[src/rtl/power_accum_pkg.sv]
// Purpose: Shared constants and carriers for the power accumulation and pulse sign block.
// Assumes: One 100 MHz clock; samples arrive as single-cycle strobes at the 4 kSPS rate.
// Notes: Register bits are plain ports because the block has no bus of its own.
`default_nettype none
package power_accum_pkg;
    // Sample, accumulator, interval and divisor widths, accumulator shift, and phase and pulse output counts.
    localparam int SAMPLE_W = 32;
    localparam int ACC_W = 45;
    localparam int ACC_SHIFT = 13;
    localparam int INTERVAL_W = 13;
    localparam int DIVISOR_W = 16;
    localparam int NUM_PHASES = 3;
    localparam int NUM_PULSE = 4;
    // Reset values.
    localparam logic [INTERVAL_W-1:0] INTERVAL_RESET = 13'h0000;
    localparam logic [DIVISOR_W-1:0] DIVISOR_RESET = 16'hFFFF;
    // Interval timing in microseconds per sample, and the documented range limits.
    localparam int SAMPLE_PERIOD_US = 250;
    localparam int MIN_INTERVAL_US = 500;
    localparam int MAX_INTERVAL_US = 2048000;

    // One sample set for all three phases.
    typedef struct packed {
        logic [NUM_PHASES-1:0][SAMPLE_W-1:0] active;
        logic [NUM_PHASES-1:0][SAMPLE_W-1:0] reactive;
        logic [NUM_PHASES-1:0][SAMPLE_W-1:0] fundReactive;
    } sample_set_s;

    // Published sums for all three phases.
    typedef struct packed {
        logic [NUM_PHASES-1:0][SAMPLE_W-1:0] active;
        logic [NUM_PHASES-1:0][SAMPLE_W-1:0] reactive;
        logic [NUM_PHASES-1:0][SAMPLE_W-1:0] fundReactive;
    } power_regs_s;
endpackage
`default_nettype wire

[src/rtl/pulse_sign_ctrl.sv]
// Purpose: Divides converter pulses, tracks pulse polarity and handles clear and disable.
// Assumes: Converter pulses carry the sign of the energy that produced them.
// Notes: One instance serves one pulse output.
`default_nettype none
module pulse_sign_ctrl
    import power_accum_pkg::*;
#(
    parameter int DW = DIVISOR_W
) (
    input wire logic core_clk,
    input wire logic rstSyncN,
    input wire logic dtofPulse,
    input wire logic dtofNeg,
    input wire logic [DW-1:0] divisor,
    input wire logic accClear,
    input wire logic outDisable,
    output logic pulseOutN,
    output logic energySign,
    output logic polarityFlip,
    output logic pulseReady
);
    typedef struct packed {
        logic [DW-1:0] count;
        logic negSum;
        logic outN;
        logic sign;
        logic flip;
        logic ready;
        logic seen;
    } state_s;

    state_s cur_ff;
    state_s nxt_cur;
    logic [DW-1:0] lastCount;
    logic emit;

    assign lastCount = divisor - DW'(1);
    assign emit = dtofPulse && !accClear && (cur_ff.count >= lastCount);

    // ------------------------------------------------------------------
    // Divider and polarity logic
    // ------------------------------------------------------------------
    // Counts converter pulses and records the sign of each finished pulse.
    always_comb begin
        nxt_cur = cur_ff;
        nxt_cur.flip = 1'b0;
        nxt_cur.ready = 1'b0;
        nxt_cur.outN = 1'b1;
        if (accClear) begin
            nxt_cur.count = '0;
            nxt_cur.negSum = 1'b0;
        end else if (dtofPulse) begin
            if (emit) begin
                nxt_cur.count = '0;
                nxt_cur.negSum = 1'b0;
                nxt_cur.sign = cur_ff.negSum ^ dtofNeg;
                nxt_cur.seen = 1'b1;
                nxt_cur.flip = cur_ff.seen && (cur_ff.sign != (cur_ff.negSum ^ dtofNeg));
                nxt_cur.outN = outDisable;
                nxt_cur.ready = !outDisable;
            end else begin
                nxt_cur.count = cur_ff.count + DW'(1);
                nxt_cur.negSum = cur_ff.negSum ^ dtofNeg;
            end
        end
    end

    // Registers the whole state.
    always_ff @(posedge core_clk or negedge rstSyncN) begin
        if (!rstSyncN) begin
            cur_ff <= '{count: '0, negSum: 1'b0, outN: 1'b1, sign: 1'b0,
                        flip: 1'b0, ready: 1'b0, seen: 1'b0};
        end else begin
            cur_ff <= nxt_cur;
        end
    end

    assign pulseOutN = cur_ff.outN;
    assign energySign = cur_ff.sign;
    assign polarityFlip = cur_ff.flip;
    assign pulseReady = cur_ff.ready;

    // Disabled output never pulses.
    chk_disable_holds_high: assert property (@(posedge core_clk) disable iff (!rstSyncN)
        $past(outDisable) |-> pulseOutN) else $error("Pulse seen while output disabled.");
    // Ready never raised when disabled.
    chk_disable_no_ready: assert property (@(posedge core_clk) disable iff (!rstSyncN)
        $past(outDisable) |-> !pulseReady) else $error("Ready raised while disabled.");
    // Clear empties the counter next cycle.
    chk_clear_resets_count: assert property (@(posedge core_clk) disable iff (!rstSyncN)
        accClear |=> cur_ff.count == '0) else $error("Clear left a partial count.");
    // Flip only when the sign changes.
    chk_flip_on_change: assert property (@(posedge core_clk) disable iff (!rstSyncN)
        polarityFlip |-> energySign != $past(energySign)) else $error("Flip without sign change.");
endmodule
`default_nettype wire

[src/rtl/power_accum_sign_pulse_ctrl.sv]
// Purpose: Accumulates per-phase power over an interval, tracks signs, runs pulse sign logic.
// Assumes: sampleValid pulses once per 4 kSPS sample; converter pulses come from outside.
// Notes: Sticky flags are cleared by write-one strobes; a set in the same cycle wins.
//
// Contract
// - Record sign of energy behind last pulse
// - Polarity change sets flip in both statuses
// - Clear drops partial pulse accumulation and divider
// - Clear control returns to zero by itself
// - Disabled output stops pulsing, stays high
// - Disabled output never sets pulse-ready
// - Flip flags ignore the disable bits
// - Accumulate samples, copy on power-ready
// - Power-ready after interval plus one samples
// - Interval field is 13 bits wide
// - User register is accumulator top 32 bits
// - Power accumulator width equals energy accumulator
// - Six sign-change flags in primary status
// - Select bit picks total or fundamental reactive
// - Phase sign register holds six signs
// - Signs update with the power registers
// - Split samples into positive and negative sums
// - Positive and negative sums restart each interval
// - Three phases combine into one sum pair
// - One pulse per divisor converter pulses
`default_nettype none
module power_accum_sign_pulse_ctrl
    import power_accum_pkg::*;
#(
    parameter int NP = NUM_PULSE
) (
    input wire logic core_clk,
    input wire logic resetn,
    input wire logic sampleValid,
    input wire power_accum_pkg::sample_set_s samples,
    input wire logic [power_accum_pkg::INTERVAL_W-1:0] powerInterval,
    input wire logic signSourceSelect,
    input wire logic [NP-1:0] dtofPulse,
    input wire logic [NP-1:0] dtofNeg,
    input wire logic [NP-1:0][power_accum_pkg::DIVISOR_W-1:0] pulseDivisor,
    input wire logic [NP-1:0] pulseOutDisable,
    input wire logic pulseAccumClearWr,
    input wire logic [5:0] signFlipClear,
    input wire logic [NP-1:0] polarityFlipClear,
    input wire logic [NP-1:0] polarityEventClear,
    input wire logic [NP-1:0] pulseReadyClear,
    output power_accum_pkg::power_regs_s powerRegs,
    output logic [power_accum_pkg::SAMPLE_W-1:0] positiveActiveSum,
    output logic [power_accum_pkg::SAMPLE_W-1:0] negativeActiveSum,
    output logic [power_accum_pkg::SAMPLE_W-1:0] positiveReactiveSum,
    output logic [power_accum_pkg::SAMPLE_W-1:0] negativeReactiveSum,
    output logic powerReady,
    output logic [5:0] phaseSignReg,
    output logic [5:0] signFlipStatus,
    output logic [NP-1:0] pulseEnergySign,
    output logic [NP-1:0] pulsePolarityFlip,
    output logic [NP-1:0] pulsePolarityEvent,
    output logic [NP-1:0] pulseReadyStatus,
    output logic pulseAccumClear,
    output logic [NP-1:0] pulseOutN
);
    localparam int PH = NUM_PHASES;

    typedef struct packed {
        logic [1:0] rstSync;
        logic [INTERVAL_W-1:0] sampleCount;
        logic [PH-1:0][ACC_W-1:0] accActive;
        logic [PH-1:0][ACC_W-1:0] accReactive;
        logic [PH-1:0][ACC_W-1:0] accFund;
        logic [3:0][ACC_W-1:0] accSplit;
        power_regs_s regs;
        logic [3:0][SAMPLE_W-1:0] split;
        logic ready;
        logic [5:0] signs;
        logic [5:0] flips;
        logic [NP-1:0] pFlip;
        logic [NP-1:0] pEvent;
        logic [NP-1:0] pReady;
        logic clear;
    } state_s;

    state_s cur_ff;
    state_s nxt_cur;
    logic rstSyncN;
    logic [NP-1:0] unitSign;
    logic [NP-1:0] unitFlip;
    logic [NP-1:0] unitReady;
    logic [NP-1:0] unitOutN;
    logic [NP-1:0] outN_ff;

    // Sign extends one sample to accumulator width.
    function automatic logic [ACC_W-1:0] widen(input logic [SAMPLE_W-1:0] s);
        widen = {{(ACC_W-SAMPLE_W){s[SAMPLE_W-1]}}, s};
    endfunction

    // Magnitude of a negative sample, zero for a non-negative one.
    function automatic logic [ACC_W-1:0] negPart(input logic [SAMPLE_W-1:0] s);
        negPart = s[SAMPLE_W-1] ? ACC_W'(-widen(s)) : '0;
    endfunction

    // Value of a non-negative sample, zero for a negative one.
    function automatic logic [ACC_W-1:0] posPart(input logic [SAMPLE_W-1:0] s);
        posPart = s[SAMPLE_W-1] ? '0 : widen(s);
    endfunction

    // Top 32 bits of an accumulator, an arithmetic shift that rounds down.
    function automatic logic [SAMPLE_W-1:0] topBits(input logic [ACC_W-1:0] a);
        topBits = a[ACC_W-1:ACC_SHIFT];
    endfunction

    assign rstSyncN = cur_ff.rstSync[1];

    // ------------------------------------------------------------------
    // Pulse outputs
    // ------------------------------------------------------------------
    // One divider and sign tracker per pulse output.
    for (genvar k = 0; k < NP; k++) begin : g_pulse
        pulse_sign_ctrl #(
            .DW(DIVISOR_W)
        ) u_pulse (
            .core_clk(core_clk),
            .rstSyncN(rstSyncN),
            .dtofPulse(dtofPulse[k]),
            .dtofNeg(dtofNeg[k]),
            .divisor(pulseDivisor[k]),
            .accClear(cur_ff.clear),
            .outDisable(pulseOutDisable[k]),
            .pulseOutN(unitOutN[k]),
            .energySign(unitSign[k]),
            .polarityFlip(unitFlip[k]),
            .pulseReady(unitReady[k])
        );
    end

    // ------------------------------------------------------------------
    // Accumulation and status
    // ------------------------------------------------------------------
    // Computes the next state of the accumulators and status flags.
    always_comb begin
        logic endOfInterval;
        logic [ACC_W-1:0] reactSel;
        endOfInterval = 1'b0;
        reactSel = '0;
        nxt_cur = cur_ff;
        nxt_cur.rstSync = {cur_ff.rstSync[0], 1'b1};
        nxt_cur.ready = 1'b0;
        nxt_cur.clear = pulseAccumClearWr;
        if (sampleValid) begin
            endOfInterval = (cur_ff.sampleCount == powerInterval);
            nxt_cur.sampleCount = endOfInterval ? '0 : cur_ff.sampleCount + INTERVAL_W'(1);
            for (int p = 0; p < PH; p++) begin
                nxt_cur.accActive[p] = cur_ff.accActive[p] + widen(samples.active[p]);
                nxt_cur.accReactive[p] = cur_ff.accReactive[p] + widen(samples.reactive[p]);
                nxt_cur.accFund[p] = cur_ff.accFund[p] + widen(samples.fundReactive[p]);
                nxt_cur.accSplit[0] = nxt_cur.accSplit[0] + posPart(samples.active[p]);
                nxt_cur.accSplit[1] = nxt_cur.accSplit[1] + negPart(samples.active[p]);
                nxt_cur.accSplit[2] = nxt_cur.accSplit[2] + posPart(samples.reactive[p]);
                nxt_cur.accSplit[3] = nxt_cur.accSplit[3] + negPart(samples.reactive[p]);
            end
            if (endOfInterval) begin
                nxt_cur.ready = 1'b1;
                for (int p = 0; p < PH; p++) begin
                    nxt_cur.regs.active[p] = topBits(nxt_cur.accActive[p]);
                    nxt_cur.regs.reactive[p] = topBits(nxt_cur.accReactive[p]);
                    nxt_cur.regs.fundReactive[p] = topBits(nxt_cur.accFund[p]);
                    reactSel = signSourceSelect ? nxt_cur.accFund[p] : nxt_cur.accReactive[p];
                    nxt_cur.signs[2*p] = nxt_cur.accActive[p][ACC_W-1];
                    nxt_cur.signs[2*p+1] = reactSel[ACC_W-1];
                    nxt_cur.accActive[p] = '0;
                    nxt_cur.accReactive[p] = '0;
                    nxt_cur.accFund[p] = '0;
                end
                for (int q = 0; q < 4; q++) begin
                    nxt_cur.split[q] = topBits(nxt_cur.accSplit[q]);
                    nxt_cur.accSplit[q] = '0;
                end
            end
        end
        nxt_cur.flips = (cur_ff.flips & ~signFlipClear)
            | (nxt_cur.ready ? (nxt_cur.signs ^ cur_ff.signs) : 6'h00);
        nxt_cur.pFlip = (cur_ff.pFlip & ~polarityFlipClear) | unitFlip;
        nxt_cur.pEvent = (cur_ff.pEvent & ~polarityEventClear) | unitFlip;
        nxt_cur.pReady = (cur_ff.pReady & ~pulseReadyClear) | unitReady;
    end

    // Registers the whole state; the reset synchroniser takes the raw reset.
    always_ff @(posedge core_clk or negedge resetn) begin
        if (!resetn) begin
            cur_ff <= '0;
        end else begin
            cur_ff <= nxt_cur;
        end
    end

    // Registers the pin levels so every output leaves a flip-flop.
    always_ff @(posedge core_clk or negedge resetn) begin
        if (!resetn) begin
            outN_ff <= '1;
        end else begin
            outN_ff <= unitOutN;
        end
    end

    assign powerRegs = cur_ff.regs;
    assign positiveActiveSum = cur_ff.split[0];
    assign negativeActiveSum = cur_ff.split[1];
    assign positiveReactiveSum = cur_ff.split[2];
    assign negativeReactiveSum = cur_ff.split[3];
    assign powerReady = cur_ff.ready;
    assign phaseSignReg = cur_ff.signs;
    assign signFlipStatus = cur_ff.flips;
    assign pulseEnergySign = unitSign;
    assign pulsePolarityFlip = cur_ff.pFlip;
    assign pulsePolarityEvent = cur_ff.pEvent;
    assign pulseReadyStatus = cur_ff.pReady;
    assign pulseAccumClear = cur_ff.clear;
    assign pulseOutN = outN_ff;

    // Ready only on a sample that closes the interval.
    chk_ready_interval: assert property (@(posedge core_clk) disable iff (!rstSyncN)
        powerReady |-> $past(sampleValid) && $past(cur_ff.sampleCount) == $past(powerInterval))
        else $error("Power ready outside interval end.");
    // Clear bit falls the cycle after the write strobe is gone.
    chk_clear_self: assert property (@(posedge core_clk) disable iff (!rstSyncN)
        pulseAccumClear && !pulseAccumClearWr |=> !pulseAccumClear)
        else $error("Clear control did not return to zero.");
    // Phase sign matches the published register.
    chk_sign_match: assert property (@(posedge core_clk) disable iff (!rstSyncN)
        powerReady |-> phaseSignReg[0] == powerRegs.active[0][SAMPLE_W-1])
        else $error("Active sign disagrees with register.");
    // Flag stays set until cleared.
    chk_flip_sticky: assert property (@(posedge core_clk) disable iff (!rstSyncN)
        signFlipStatus[0] && !signFlipClear[0] |=> signFlipStatus[0])
        else $error("Sign-change flag dropped without clear.");
    // Sign changes never pass unflagged.
    chk_flip_set: assert property (@(posedge core_clk) disable iff (!rstSyncN)
        powerReady && phaseSignReg != $past(phaseSignReg) |-> signFlipStatus != 6'h00)
        else $error("Sign change not flagged.");
    // Split sums clear after the interval.
    chk_split_restart: assert property (@(posedge core_clk) disable iff (!rstSyncN)
        powerReady |-> cur_ff.accSplit[0] == '0) else $error("Split sum not restarted.");
endmodule
`default_nettype wire

[config.mk]
export PLATFORM = sky130hd
export DESIGN_NAME = power_accum_sign_pulse_ctrl
export DESIGN_NICKNAME = d
export VERILOG_FILES = /design/src/rtl/power_accum_pkg.sv /design/src/rtl/pulse_sign_ctrl.sv /design/src/rtl/power_accum_sign_pulse_ctrl.sv
export SDC_FILE = /design/constraint.sdc
export NUM_CORES = 2
export LEC_CHECK = 0
export BUFFER_PORTS_ARGS = -buffer_cell sky130_fd_sc_hd__buf_2
export CORE_MARGIN = 3
export CORE_UTILIZATION = 30
export DETAILED_ROUTE_END_ITERATION = 10
export PLACE_DENSITY = 0.48
export SLEW_MARGIN = 20
export SYNTH_ARGS = -nofsm -noshare
export SYNTH_HDL_FRONTEND = slang
export SYNTH_SLANG_ARGS = --single-unit
export TNS_END_PERCENT = 30
[constraint.sdc]
create_clock -name core_clk -period 2.6 [get_ports core_clk]
set_input_delay 0.26 -clock core_clk [delete_from_list [all_inputs] [get_ports core_clk]]
set_output_delay 0.26 -clock core_clk [all_outputs]
set_load 0.01 [all_outputs]
==> impl_metrics.csv <==
group,metric,value,unit
drt,drc,0,
drt,viasPerCell,5.05,
floorplanning,die_y,549,um
cells_and_area,fin_cells,16900,
clock_tree,insertion_delay,0.85,ns
floorplanning,die_area,0.301,sq mm
clock_tree,cts_tree,"built",
cells_and_area,fill_cells,28400,
global_routing,grt-ovfl-total,0,
critical_path,path_class,"input pin to flip-flop",
synthesis,postSynthCellCount,9744,
floorplanning,num_rows,198,
place,place_area,0.114,sq mm
place,io_buffers,849,
synthesis,async_reset_ff_share,100,%
status,violations,"setup timing",
critical_path,cp_data_arrival_time,6.44,ns
critical_path,worstPathRequired,3.33,ns
cells_and_area,drive_gt1_share,36.8,%
global_routing,grt_usage,23.5,%
synthesis,synth_area,0.0885,sq mm
place,place.gp.congestion,0.942,
sta,clock.fmax,175,MHz
sta,period_minus_slack,5.71,ns
critical_path,cp-end-kind,"flip-flop",
synthesis,yosys_register_bits,1134,
clock_tree,cts_root_buffer,"clkbuf_16",
power_and_ir_drop,switchingPower,69900,uW
cells_and_area,final_cell_area,0.127,sq mm
critical_path,worstPathMaxFanout,2,
clock_tree,ctsLongestPathBuffers,4,
power_and_ir_drop,switching_share,42.1,%
synthesis,synth.area.top_cells,"dfrtp_1, ha_1, fa_1",
sta,slew_headroom,39.6,%
synthesis,synth-edff-count,0,
synthesis,netlist.area_leader.share,31.9,%
clock_tree,clk_pin_slew,0.05,ns
drt,detail_route.wirelength,366000,um
sta,fin_skew,0.0487,ns
global_routing,grt_pass1_wl,548000,um
synthesis,synth_common_cells,"dfrtp_1, nand2_1, o21ai_0, ha_1, a21oi_1",
sta,rsz0062_at_grt,"yes",
cells_and_area,syn2layout_area_growth,43.8,%
hold_path,holdPathStages,4,
floorplanning,start_util,30.3,%
synthesis,netlist.top_cell.by_area,"dfrtp_1",
hold_path,min_to,"cur_ff[641]",
sta,setup_viol,915,
floorplanning,core_area,0.292,sq mm
synthesis,synth_ff_type,"dfrtp_1",
power_and_ir_drop,p_int,96000,uW
drt,firstDrtPassIters,5,
place,placed_cells,16300,
sta,worst_pin_slew,0.899,ns
cells_and_area,fin_util,43.6,%
synthesis,ys.warnings.count,0,
synthesis,yosysMostFrequentCell,"dfrtp_1",
power_and_ir_drop,leakage,0.0623,uW
global_routing,antenna_found_initial,90,
sta,fin_setup_tns,-763.98,ns
power_and_ir_drop,power_frac_comb,70.9,%
power_and_ir_drop,pwr_density_cell,1300,mW/mm^2
power_and_ir_drop,vdd_drop_max,0.712,mV
critical_path,r2r_slack,-1.89,ns
clock_tree,clkSinkCount,1134,
critical_path,worstReg2RegStart,"cur_ff[578]",
sta,whs,0.0667,ns
synthesis,ys_types,88,
critical_path,r2r-end,"negativeReactiveSum[22]",
synthesis,synth.avg_cell_area,9.08,sq um
drt,routedWlPerCell,21.7,um
sta,hold_viol,0,
sta,fin_crit_sh,220,%
hold_path,min_from,"samples[19]",
power_and_ir_drop,clockPowerShare,13.6,%
power_and_ir_drop,seqPwrFrac,15.5,%
sta,drv_slew,0,
global_routing,grt_max_degree,112,
run,cap_violations,0,
sta,fin_ws,-3.11,ns
global_routing,grt_pass1_vias,86700,
floorplanning,num_io_pins,850,
place,dpl.hpwl,289000,um
floorplanning,die_x,549,um
critical_path,reg2reg_depth,17,
hold_path,hold_path_class,"input pin to flip-flop",
drt,vias,85100,
synthesis,yosysSeqAreaShare,32.1,%
drt,drtIter0Drc,5672,
clock_tree,cts_max_level,4,
cells_and_area,nets,14100,
status,outcome,"finished, violations left",
clock_tree,cts_buffers,158,
critical_path,start_kind,"input pin",
drt,ant_nets,0,
-- power by group through the flow --
| stage | sequential, uW | combinational, uW | clock, uW |
|---|---|---|---|
| 6_report | 25700 | 118000 | 22600 |
| 5_1_grt | 26300 | 128000 | 23900 |
| 4_1_cts | 25600 | 111000 | 23300 |
| 3_5_place_dp | 25800 | 101000 | 0 |
| 3_3_place_gp | 25700 | 99400 | 0 |
| 2_1_floorplan | 25000 | 54900 | 0 |
-- sequential cells by signal, indices dropped and copies added (netlist names) --
| signal | count |
|---|---|
| g_pulse.u_pulse.pulseOutN | 4 |
| powerReady | 1 |
| positiveActiveSum | 32 |
| pulseAccumClear | 1 |
| g_pulse.u_pulse.pulseReady | 4 |
| g_pulse.u_pulse.cur_ff | 72 |
| negativeActiveSum | 32 |
| g_pulse.u_pulse.energySign | 4 |
| pulsePolarityEvent | 4 |
| pulsePolarityFlip | 4 |
| phaseSignReg | 6 |
| cur_ff | 600 |
| signFlipStatus | 6 |
| pulseReadyStatus | 4 |
| negativeReactiveSum | 32 |
| powerRegs | 288 |
| pulseOutN | 4 |
| g_pulse.u_pulse.polarityFlip | 4 |
| positiveReactiveSum | 32 |
-- kinds of logic (layout without fill, tap and decap cells) --
logic type | after synthesis | count (layout) | share of synthesized area (%)
other | 2 | 109 | 0.00849
buffers and inverters | 1310 | 4416 | 7.45
AOI/OAI and AO/OA | 2955 | 2955 | 22.0
and+or+nand+nor | 2643 | 2643 | 14.8
muxes | 51 | 51 | 0.644
xor gates and xnor gates | 709 | 709 | 7.04
DFF | 1134 | 1134 | 32.1
adders and majority gates | 940 | 940 | 15.9
-- routing by layer --
layer	vias to the layer above	GRT usage (%)	wire length, um
met5	-	0	284
met4	42	6.37	10700
met3	492	4.22	22700
met2	2005	37.3	165000
met1	42100	32.8	168000
li1	40400	-	-
-- worst max-delay path, cell delays in order --
cell and delay, ns:
buf_6 0.09, or4_4 0.53, or4_4 0.51, or3_4 0.38, or2_4 0.27, or3_4 0.40, or2_4 0.28, or4_4 0.48
xor2_1 0.14, nand2_1 0.11, fa_1 0.46, fa_1 0.51, inv_2 0.05, ha_4 0.21, a21o_1 0.16, a21o_1 0.19
a21oi_2 0.15, nor2_1 0.07, nor2_1 0.17, o21ai_2 0.10, a21oi_4 0.18, o21ai_2 0.11, a221oi_2 0.27, xnor2_1 0.12
mux2_4 0.27
-- through the flow --
stage               setup WS (ns)  power (uW)
floorplan                   -3.49       79900
global placement            -4.18      125000
detailed placement          -4.14      126000
CTS                         -3.06      160000
global route                -3.27      178000
finish                      -3.11      166000
-- cell type report --
| cell class | instances | area [sq um] | area share (%) |
|---|---|---|---|
| Antenna cell | 36 | 90.1 | 0.0708 |
| Tap cell | 3900 | 4880 | 3.84 |
| Inverter | 463 | 1750 | 1.38 |
| Timing Repair Buffer | 3675 | 27200 | 21.4 |
| Multi-Input combinational cell | 7371 | 59700 | 46.9 |
| Clock inverter | 72 | 891 | 0.700 |
| Sequential cell | 1134 | 28400 | 22.3 |
| Clock buffer | 206 | 4350 | 3.42 |
-- cell usage in the layout, fill, tap and decap left out, drive strengths merged, types with 88 or more instances in the layout --
cell type,instances
a21o,411
a21oi,609
a22o,100
a31oi,106
and3,105
buf,3576
clkbuf,206
dfrtp,1126
dlygate4sd3,99
fa,309
ha,631
inv,470
nand2,940
nand2b,137
nand3,231
nor2,343
nor2b,282
nor3,148
o21ai,734
o21bai,88
o2bb2ai,302
or3,99
xnor2,455
xor2,253
-- worst max path at each step --
stage | from | end | slack, ns | depth (start not counted)
2_1_floorplan | samples[200] | negativeActiveSum[29] | -3.49 | 24
5_1_grt | samples[200] | cur_ff[530] | -3.27 | 26
6_report | samples[200] | negativeActiveSum[29] | -3.11 | 25
4_1_cts | samples[200] | negativeActiveSum[29] | -3.06 | 25
3_3_place_gp | samples[200] | negativeActiveSum[29] | -4.18 | 25
3_5_place_dp | samples[200] | negativeActiveSum[29] | -4.14 | 25
-- what timing repair did --
item,in CTS,in global routing
hold buffers,99,0
gates resized for setup,663,489
pin swaps,402,348
endpoints found under the setup margin,955,1010
setup buffers,172,110
hold endpoints to repair,1021,0
Power figures use the tool's default switching activity.
